===== src/rtl/epl_pkg.sv =====
package epl_pkg;
    // register map, byte addresses on the avalon word bus
    localparam logic [3:0] ADDR_STATUS_CONTROL = 4'h0;
    localparam logic [3:0] ADDR_CONFIG = 4'h4;
    localparam logic [3:0] ADDR_PIN_STATE = 4'h8;

    // status/control bit positions
    localparam int BIT_MODE = 0;
    localparam int BIT_MASK = 1;
    localparam int BIT_ACK = 2;
    localparam int BIT_PENDING = 3;
    // configuration bit positions
    localparam int BIT_ENABLE = 0;
    // pin state bit positions
    localparam int BIT_PIN_LEVEL = 0;

    // reset values
    localparam logic RESET_MODE = 1'h0;
    localparam logic RESET_MASK = 1'h0;
    localparam logic RESET_ENABLE = 1'h0;
    localparam logic RESET_PIN_SYNC = 1'h1;

    // unmapped reads return this
    localparam logic [31:0] READ_ZERO = 32'h0000_0000;

    typedef enum logic [1:0] {
        BUS_IDLE = 2'b00,
        BUS_DONE = 2'b01
    } epl_bus_state_type;
endpackage : epl_pkg


===== src/rtl/epl_external_interrupt_pin_latch.sv =====
// What this block does
// - pin interrupt works only when the enable bit is one
// - detected requests stay latched until acknowledge, reset or clearing the enable bit
// - vector fetch of this interrupt pulses an acknowledge clearing the latch
// - writing one to the acknowledge bit clears the latch like a vector fetch
// - falling edge only after reset; mode bit adds low level triggering
// - reset clears latch and mode bit even with pin held low
// - mask bit set keeps the latched request from the priority logic
// - processor global interrupt mask blocks this request too
// - level mode: request ends only after pin high and acknowledge, any order
// - level mode: request stays pending while pin is low
// - a falling edge after acknowledge latches a new request
// - unmasked request taken makes the processor load this vector
// - edge mode: acknowledge clears the latch at once
// - pending flag readable regardless of the mask bit
// - pin level readable for the branch-if-pin-high and branch-if-pin-low tests
// - acknowledge bit is write-only and reads zero
// - with the function off the pin level tests see a one
// - block active in wait; unmasked request wakes the processor
`timescale 1ns/1ps
`default_nettype none

module epl_external_interrupt_pin_latch (
    // clock and reset
    input wire logic i_ref_clk,
    input wire logic i_reset_n,
    // avalon-mm slave
    input wire logic [3:0] i_avs_address,
    input wire logic i_avs_read,
    input wire logic i_avs_write,
    input wire logic [31:0] i_avs_writedata,
    input wire logic [3:0] i_avs_byteenable,
    output logic [31:0] o_avs_readdata,
    output logic o_avs_waitrequest,
    // pin, active low
    input wire logic i_irq_pin_n,
    // processor side
    input wire logic i_vector_fetch,
    input wire logic i_condition_code_register_i_mask,
    input wire logic i_wait_mode,
    output logic o_interrupt_request,
    output logic o_wake_request,
    output logic o_branch_if_pin_high,
    output logic o_branch_if_pin_low,
    output logic o_port_a_bit_two_function
);

////////////////////////////////////////////////////////////////////////////////
// pin synchroniser

    logic pin_meta;
    logic pin_sync;
    logic pin_prev;
    logic next_pin_meta;
    logic next_pin_sync;
    logic next_pin_prev;

    // first flop may go metastable; only the second and third ones are read downstream
    // flops reset high, so a pin held low at release gives one fresh edge
    always_comb begin
        next_pin_meta = i_irq_pin_n;
        next_pin_sync = pin_meta;
        next_pin_prev = pin_sync;
    end

    always_ff @(posedge i_ref_clk or negedge i_reset_n) begin
        if (!i_reset_n) begin
            pin_meta <= epl_pkg::RESET_PIN_SYNC;
            pin_sync <= epl_pkg::RESET_PIN_SYNC;
            pin_prev <= epl_pkg::RESET_PIN_SYNC;
        end else begin
            pin_meta <= next_pin_meta;
            pin_sync <= next_pin_sync;
            pin_prev <= next_pin_prev;
        end
    end

////////////////////////////////////////////////////////////////////////////////
// register bus

    logic mode;
    logic mask;
    logic enable;
    logic next_mode;
    logic next_mask;
    logic next_enable;

    logic [31:0] next_readdata;

    epl_pkg::epl_bus_state_type bus_state;
    epl_pkg::epl_bus_state_type next_bus_state;

    logic request_latch;
    logic sw_ack;
    logic access;
    logic bus_commit;
    logic lane_zero_write;

    // one wait cycle: request seen, answer given on the next edge
    assign access = i_avs_read | i_avs_write;
    assign o_avs_waitrequest = access & (bus_state == epl_pkg::BUS_IDLE);
    assign bus_commit = access & (bus_state == epl_pkg::BUS_DONE);
    // only the low byte lane carries control bits; other lanes are ignored
    assign lane_zero_write = bus_commit & i_avs_write & i_avs_byteenable[0];

    // back to back accesses are fine: done always falls back to idle
    always_comb begin
        next_bus_state = epl_pkg::BUS_IDLE;
        unique case (bus_state)
            epl_pkg::BUS_IDLE: begin
                if (access) begin
                    next_bus_state = epl_pkg::BUS_DONE;
                end
            end
            epl_pkg::BUS_DONE: begin
                next_bus_state = epl_pkg::BUS_IDLE;
            end
            default: begin
                next_bus_state = epl_pkg::BUS_IDLE;
            end
        endcase
    end

////////////////////////////////////////////////////////////////////////////////
// control registers

    // writes land on the edge that ends the answer cycle
    // an ack bit is a one-cycle strobe, never stored
    always_comb begin
        next_mode = mode;
        next_mask = mask;
        next_enable = enable;
        sw_ack = 1'b0;
        if (lane_zero_write) begin
            if (i_avs_address == epl_pkg::ADDR_STATUS_CONTROL) begin
                next_mode = i_avs_writedata[epl_pkg::BIT_MODE];
                next_mask = i_avs_writedata[epl_pkg::BIT_MASK];
                sw_ack = i_avs_writedata[epl_pkg::BIT_ACK];
            end else if (i_avs_address == epl_pkg::ADDR_CONFIG) begin
                next_enable = i_avs_writedata[epl_pkg::BIT_ENABLE];
            end
        end
    end

////////////////////////////////////////////////////////////////////////////////
// read data

    logic read_start;
    logic pin_level_seen;

    // captured in the wait cycle so the word stands at the edge that ends it
    assign read_start = i_avs_read & (bus_state == epl_pkg::BUS_IDLE);
    assign pin_level_seen = pin_sync | ~enable;

    always_comb begin
        next_readdata = o_avs_readdata;
        if (read_start) begin
            next_readdata = epl_pkg::READ_ZERO;
            unique case (i_avs_address)
                epl_pkg::ADDR_STATUS_CONTROL: begin
                    next_readdata[epl_pkg::BIT_MODE] = mode;
                    next_readdata[epl_pkg::BIT_MASK] = mask;
                    next_readdata[epl_pkg::BIT_PENDING] = request_latch;
                end
                epl_pkg::ADDR_CONFIG: begin
                    next_readdata[epl_pkg::BIT_ENABLE] = enable;
                end
                epl_pkg::ADDR_PIN_STATE: begin
                    next_readdata[epl_pkg::BIT_PIN_LEVEL] = pin_level_seen;
                end
                // unmapped offsets read as zero
                default: begin
                    next_readdata = epl_pkg::READ_ZERO;
                end
            endcase
        end
    end

    always_ff @(posedge i_ref_clk or negedge i_reset_n) begin
        if (!i_reset_n) begin
            mode <= epl_pkg::RESET_MODE;
            mask <= epl_pkg::RESET_MASK;
            enable <= epl_pkg::RESET_ENABLE;
            o_avs_readdata <= epl_pkg::READ_ZERO;
            bus_state <= epl_pkg::BUS_IDLE;
        end else begin
            mode <= next_mode;
            mask <= next_mask;
            enable <= next_enable;
            o_avs_readdata <= next_readdata;
            bus_state <= next_bus_state;
        end
    end

////////////////////////////////////////////////////////////////////////////////
// request latch

    logic ack;
    logic vector_ack;
    logic falling_edge;
    logic level_low;
    logic next_request_latch;

    // vector fetch only counts while this request is what the cpu serves;
    // a fetch for another source must not eat a pending pin request
    assign vector_ack = i_vector_fetch & o_interrupt_request;
    assign ack = sw_ack | vector_ack;

////////////////////////////////////////////////////////////////////////////////
// pin edge and level detection

    assign falling_edge = enable & pin_prev & ~pin_sync;
    assign level_low = enable & mode & ~pin_sync;

////////////////////////////////////////////////////////////////////////////////
// acknowledge held in level mode

    logic ack_held;
    logic next_ack_held;

    // an ack that lands while the pin is still low is remembered, so the
    // request ends as soon as the pin goes high, whichever came first
    always_comb begin
        next_ack_held = ack_held;
        if (!enable || !mode) begin
            next_ack_held = 1'b0;
        end else if (pin_sync) begin
            next_ack_held = 1'b0;
        end else if (ack) begin
            next_ack_held = 1'b1;
        end
    end

    always_ff @(posedge i_ref_clk or negedge i_reset_n) begin
        if (!i_reset_n) begin
            ack_held <= 1'b0;
        end else begin
            ack_held <= next_ack_held;
        end
    end

////////////////////////////////////////////////////////////////////////////////
// latch update

    logic release_latch;

    assign release_latch = ack | (ack_held & pin_sync);

    // level mode re-latches every cycle the pin stays low, so software
    // must mask inside its handler or it is entered again at once
    always_comb begin
        next_request_latch = request_latch;
        if (release_latch) begin
            next_request_latch = 1'b0;
        end
        // set wins over a same-cycle ack so no pin event is lost
        if (level_low) begin
            next_request_latch = 1'b1;
        end
        if (falling_edge) begin
            next_request_latch = 1'b1;
        end
        if (!enable) begin
            next_request_latch = 1'b0;
        end
    end

    always_ff @(posedge i_ref_clk or negedge i_reset_n) begin
        if (!i_reset_n) begin
            request_latch <= 1'b0;
        end else begin
            request_latch <= next_request_latch;
        end
    end

////////////////////////////////////////////////////////////////////////////////
// processor side

    // global mask gates the request but never the pending flag
    assign o_interrupt_request = request_latch & ~mask & ~i_condition_code_register_i_mask;

    // wake ignores the global mask: the cpu must leave wait to see it at all
    assign o_wake_request = request_latch & ~mask & i_wait_mode;

    assign o_branch_if_pin_high = pin_level_seen;
    assign o_branch_if_pin_low = ~pin_level_seen;

    // high while the shared pin serves the port function
    assign o_port_a_bit_two_function = ~enable;

endmodule : epl_external_interrupt_pin_latch

`default_nettype wire


===== config.mk =====
export PLATFORM = sky130hd
export DESIGN_NAME = epl_external_interrupt_pin_latch
export DESIGN_NICKNAME = d
export VERILOG_FILES = /design/src/rtl/epl_pkg.sv /design/src/rtl/epl_external_interrupt_pin_latch.sv
export SDC_FILE = /design/constraint.sdc
export NUM_CORES = 1
export LEC_CHECK = 0
export BUFFER_PORTS_ARGS = -buffer_cell sky130_fd_sc_hd__buf_2
export CAP_MARGIN = 0
export CORE_UTILIZATION = 33
export DETAILED_ROUTE_END_ITERATION = 8
export PLACE_DENSITY_LB_ADDON = 0.15
export SLEW_MARGIN = 0
export SYNTH_ARGS = -nofsm -noshare
export SYNTH_HDL_FRONTEND = slang
export SYNTH_SLANG_ARGS = --single-unit

===== constraint.sdc =====
create_clock -name i_ref_clk -period 1.7 [get_ports i_ref_clk]
set_clock_uncertainty 0.05 [all_clocks]
set_input_delay 0 -clock i_ref_clk [delete_from_list [all_inputs] [get_ports i_ref_clk]]
set_output_delay 0 -clock i_ref_clk [all_outputs]
set_load 0.1 [all_outputs]

==> impl_metrics.py, run 1 <==
metrics = {
    "synth": {
        "synth_edf_count": 0,
        "netlist_top_cells_area": "dfrtp_1 (30%), buf_4 (29%), dfstp_2 (10%)",
        "ys_seq_area_frac": 0.402,
        "synth_seq_cells": 12,
        "synth_area_leader_cell": "dfrtp_1",
        "ys.flop_type": "dfrtp_1",
        "synthCells": 77,
        "syn_area_per_cell_sq_um": 9.81,
        "synth_xor_area_frac": 0,
        "synth.area.mux_share": 0.0298,
        "netlist_area_sq_um": 756,
        "ys_async_sr_fraction": 1.00,
        "synth-compound-area-share": 0.0795,
        "synth_top_family_by_area": "buffers and inverters",
        "yosys.area_share.simple": 0.185,
        "synth_top_area_share": 0.298,
        "synthAdderAreaFrac": 0,
        "synth-warning-count": 0,
        "yosysUniqueCellTypes": 26,
    },
    "die": {
        "io_pins": 86,
        "die_w_um": 49.9,
        "start_util": 0.367,
        "die_h_um": 49.9,
        "dieArea_sq_um": 2490,
        "rows": 16,
        "core_area_sq_um": 2060,
    },
    "global_route": {
        "grt.overflow.total": 0,
        "grt_start_max_net_pins": 13,
        "antenna_found_initial": 0,
        "track_usage": 0.112,
        "grt_pass1_wl_um": 2100,
        "grt_pass1_vias": 459,
    },
    "layout": {
        "final_common_cell": "conb_1",
        "largest_register_ffs": 3,
        "antenna_cells": 0,
        "n_fill_cell": 217,
        "fin_nets": 160,
        "most-common-layout-cells": "conb_1 (29), buf_2 (24), dfrtp_1 (9)",
        "layout-drive-gt1-share": 0.333,
        "multi_input_area_sq_um": 347,
        "syn_to_final_growth_pct": 21.2,
        "largest_register": "o_avs_readdata",
        "final_util": 0.444,
        "regArea_sq_um": 304,
    },
    "placed_design": {
        "dp_hpwl_um": 1070,
        "portBuffers": 24,
        "gp_congestion": 0.770,
    },
    "drt": {
        "drt-met1-wl_um": 617,
        "route.met2.wl_um": 583,
        "drcViolationCount": 0,
        "vias": 571,
        "drt_wl_total_um": 1310,
        "vias_per_cell": 4.14,
        "drt_iter0_drc": 8,
        "dr.pass1.iters": 5,
        "ant_nets": 0,
        "wl_met3_um": 109,
        "highest_layer": "met3",
        "post_drt_wl_per_cell_um": 9.49,
    },
    "timing": {
        "slew_violations": 0,
        "min_period_ns": 1.59,
        "fmax_mhz": 631,
        "hold_violations": 0,
        "slew_headroom": 0.632,
        "final.period_utilization": 0.933,
        "tns_ns": 0,
        "setup_viol": 0,
        "hold_slack_ns": 0.0103,
        "worst_slew_pin_slew_ns": 0.544,
        "rsz0062_at_grt": "false",
    },
    "power_and_ir_drop": {
        "power_frac_comb": 0.526,
        "sw_frac_of_total": 0.558,
        "p_per_area_nw_per_um2": 1320,
        "pwr-share-seq": 0.290,
        "switchingPower_uw": 673,
        "p_leak_nw": 0.519,
        "p_int_uw": 534,
        "ir_worst_vdd_mv": 0.676,
        "pwr-share-clk": 0.184,
    },
    "clocking": {
        "path_clk_slew_ns": 0.08,
        "clock_path_buffers": 2,
        "cts-root-buf": "clkbuf_4",
        "clkSinkCount": 12,
        "htree_levels": 1,
        "cts_tree": "built",
        "numCtsBuffers": 3,
        "cts-resized-gates": 0,
        "insertion_delay_ns": 0.26,
    },
    "worst_setup_path": {
        "cp.required_ns": 1.65,
        "crit_chain": "and2b_2, inv_1, buf_2",
        "cp_max_fo": 5,
        "slowest_delay_ns": 0.55,
        "critical_path.slowest_cell": "dfstp_2",
        "critPathArrivalTime_ns": 1.54,
        "crit_path_start_kind": "register",
        "criticalPathCategory": "register to output pin",
        "endpoint_kind": "output pin",
    },
    "job": {
        "max-cap-violations": 0,
    },
    "outcome": {
        "status": "finished, final reports clean",
    },
    "min_path": {
        "min_path_type": "primary input to register",
    },
}
-- kinds of logic after synthesis --
kind of cell | after synthesis
multiplexers | 2
AO/OA/AOI/OAI | 7
buffers and inverters | 31
flip-flops | 12
other | 1
AND/OR/NAND/NOR | 24
-- per-layer routing --
metal  GRT usage  vias up
li1            -      270
met1       0.161      259
met2       0.167       42
met3      0.0340        0
met4      0.0143        0
met5           0        -
-- cell type report --
cell class / instances / share of cell area
Timing Repair Buffer: 31 / 0.205
Sequential cell: 12 / 0.332
Tap cell: 27 / 0.0369
Inverter: 2 / 0.00820
Clock buffer: 4 / 0.0396
Multi-Input combinational cell: 62 / 0.378
-- power by group through the flow --
stage               combinational (mW)  clock, mW  sequential (mW)
floorplan                        0.585          0            0.373
global placement                 0.622          0            0.354
detailed placement               0.623          0            0.356
CTS                              0.637      0.229            0.350
global route                     0.656      0.246            0.355
finish                           0.635      0.222            0.350
-- cells in the mapped netlist, types with 2 or more instances --
master and number:
and2_1 2, and3_1 3, buf_4 29, dfrtp_1 9, dfstp_2 3, inv_1 2
mux2_1 2, nand2_1 5, nand3_1 3, nor2_1 3
-- worst max-delay path: cells and delay by family, from the launching register on --
kind / cells / cell delay, ns
simple gates: 1 / 0.26
flops: 1 / 0.55
buf+inv: 2 / 0.46
-- per-stage QoR --
stage,power [mW],worst slack [ns],std cells,cell area [sq um]
floorplan,0.958,-0.0611,105,876
global placement,0.975,0.313,128,820
detailed placement,0.979,0.296,128,820
CTS,1.22,0.105,138,916
global route,1.26,0.0680,138,916
finish,1.21,0.114,138,916
-- worst paths after layout --
kind / slack (ns) / from / to / cells after the start
setup / recovery: 0.11 / next_pin_prev / o_branch_if_pin_high / 3
hold / removal: 0.01 / i_vector_fetch / request_latch / 3
setup reg to reg: 0.28 / next_pin_prev / o_avs_readdata[0] / 3
hold reg to reg: 0.31 / next_pin_sync / next_pin_prev / 0
max in group asynchronous: 1.25 / i_reset_n / next_pin_sync / 2
min in group asynchronous: 0.08 / i_reset_n / request_latch / 2
-- what timing repair did --
action,CTS,global route
hold endpoints to repair,17,0
hold buffers,6,0
buffers inserted,0,0
Note: power is estimated with default switching activity, not from simulation.
==> run 2, diff against run 1 <==
- CORE_UTILIZATION: 33 -> 34
- CTS_BUF_LIST: unset -> sky130_fd_sc_hd__clkbuf_8
- PLACE_DENSITY: unset -> 0.81
- PLACE_DENSITY_LB_ADDON: 0.15 -> unset
==> impl_metrics.py, run 2 (synthesized netlist as in run 1, its figures left out) <==
metrics = {
    "clocking": {
        "clkSinkCount": 12,
        "insertion_delay_ns": 0.24,
        "cts-root-buf": "clkbuf_8",
        "cts_setup_buffers": 0,
        "clock_path_buffers": 2,
        "path_clk_slew_ns": 0.06,
        "cts_tree": "built",
        "htree_levels": 1,
        "numCtsBuffers": 3,
    },
    "layout": {
        "largest_register": "o_avs_readdata",
        "fin_nets": 159,
        "n_fill_cell": 195,
        "antenna_cells": 0,
        "layout-drive-gt1-share": 0.327,
        "stdcell_area_sq_um": 927,
        "final_common_cell": "conb_1",
        "syn_to_final_growth_pct": 22.7,
        "regArea_sq_um": 304,
        "largest_register_ffs": 3,
        "most-common-layout-cells": "conb_1 (29), buf_2 (24), dfrtp_1 (9)",
        "multi_input_area_sq_um": 347,
    },
    "worst_setup_path": {
        "crit_cells": 3,
        "cp_top_family": "flip-flops",
        "crit_path_start_kind": "register",
        "critical_path.slowest_cell": "dfstp_2",
        "r2r_cells": 3,
        "setup.worst_path.end": "o_branch_if_pin_high",
        "criticalPathCategory": "register to output pin",
        "r2r-start": "next_pin_prev",
        "cp.required_ns": 1.65,
        "cp_max_fo": 5,
        "critPathArrivalTime_ns": 1.49,
        "endpoint_kind": "output pin",
        "slowest_delay_ns": 0.54,
        "path_buf_inv": 2,
        "reg2reg_to": "o_avs_readdata[0]",
        "reg2reg_setup_slack_ns": 0.30,
        "startpoint": "next_pin_prev",
        "crit_chain": "and2b_2, inv_1, buf_2",
    },
    "timing": {
        "slew_violations": 0,
        "setup_viol": 0,
        "hold_violations": 0,
        "hold_slack_ns": 0.0210,
        "min_period_ns": 1.54,
        "fmax_mhz": 649,
        "final.period_utilization": 0.907,
        "rsz0062_at_grt": "false",
    },
    "placed_design": {
        "gp_congestion": 0.773,
        "dp_hpwl_um": 1070,
        "portBuffers": 24,
        "place_area_sq_um": 812,
    },
    "drt": {
        "vias": 569,
        "post_drt_wl_per_cell_um": 10.1,
        "drcViolationCount": 0,
        "drt_wl_total_um": 1380,
        "dr.pass1.iters": 4,
        "vias_per_cell": 4.15,
        "drt_iter0_drc": 6,
        "ant_nets": 0,
    },
    "power_and_ir_drop": {
        "p_per_area_nw_per_um2": 1400,
        "p_leak_nw": 0.522,
        "ir_worst_vdd_mv": 0.759,
    },
    "min_path": {
        "worstHoldStart": "i_avs_address[2]",
        "min_path_type": "primary input to register",
    },
    "outcome": {
        "status": "finished, final reports clean",
    },
    "global_route": {
        "grt_pass1_vias": 523,
        "track_usage": 0.133,
        "grt_pass1_wl_um": 2380,
        "antenna_found_initial": 0,
        "grt_start_max_net_pins": 13,
        "grt.overflow.total": 0,
    },
    "die": {
        "start_util": 0.374,
        "io_pins": 86,
        "rows": 16,
        "core_area_sq_um": 2020,
        "die_h_um": 49.1,
        "die_w_um": 49.1,
        "dieArea_sq_um": 2420,
    },
    "job": {
        "max-cap-violations": 0,
    },
}
## run 2: cell types whose count changed in the layout (fill, tap and decap cells not counted)
cell,change
buf_4,-1
clkbuf_8,+3
clkbuf_4,-3
## run 2: worst min path at each step
stage	endpoint	depth (start not counted)
6_report	o_avs_readdata[3]	4
5_1_grt	request_latch	3
3_3_place_gp	enable	1
4_1_cts	o_avs_readdata[3]	4
2_1_floorplan	ack_held	0
3_5_place_dp	mode	1
## run 2: report_power, final
group          switching [mW]  leakage (nW)  internal, mW  total (mW)
clock                   0.106        0.0288         0.205       0.311
combinational           0.551         0.345        0.0852       0.636
sequential             0.0293         0.148         0.319       0.349
total                   0.686         0.522         0.609        1.30
## run 2: layout make-up
cell class	instances	area share
clock buffer	4	0.0594
inverter	2	0.00810
multi-input combinational	62	0.374
sequential	12	0.328
tap	27	0.0364
timing repair buffer	30	0.194
## run 2: timing repair
item / in CTS / in global routing
endpoints found under the hold margin: 17 / 0
endpoints found under the setup margin: 0 / 0
gates resized for setup: 0 / 0
hold buffers: 6 / 0
## run 2: worst reg2reg max path: cells and delay by family (launching register included)
family / cells / cell delay, ns
flops: 1 / 0.54
compound gates: 2 / 0.51
simple gates: 1 / 0.26
## run 2: routing by layer
layer  wire length [um]  part of all wire  global-route usage
met4                 14             0.010              0.0882
met3                119             0.086              0.0187
met5                  0                 0                   0
met1                570              0.41               0.162
met2                674              0.49               0.217
## run 2: through the flow
stage	setup TNS (ns)	power [mW]	worst slack, ns	utilization	instances
2_1_floorplan	-0.109	0.958	-0.0611	-	105
3_3_place_gp	0	0.970	0.321	0.402	127
3_5_place_dp	0	0.978	0.303	0.402	127
4_1_cts	0	1.31	0.147	0.459	137
5_1_grt	0	1.35	0.103	0.459	137
6_report	0	1.30	0.158	0.459	137
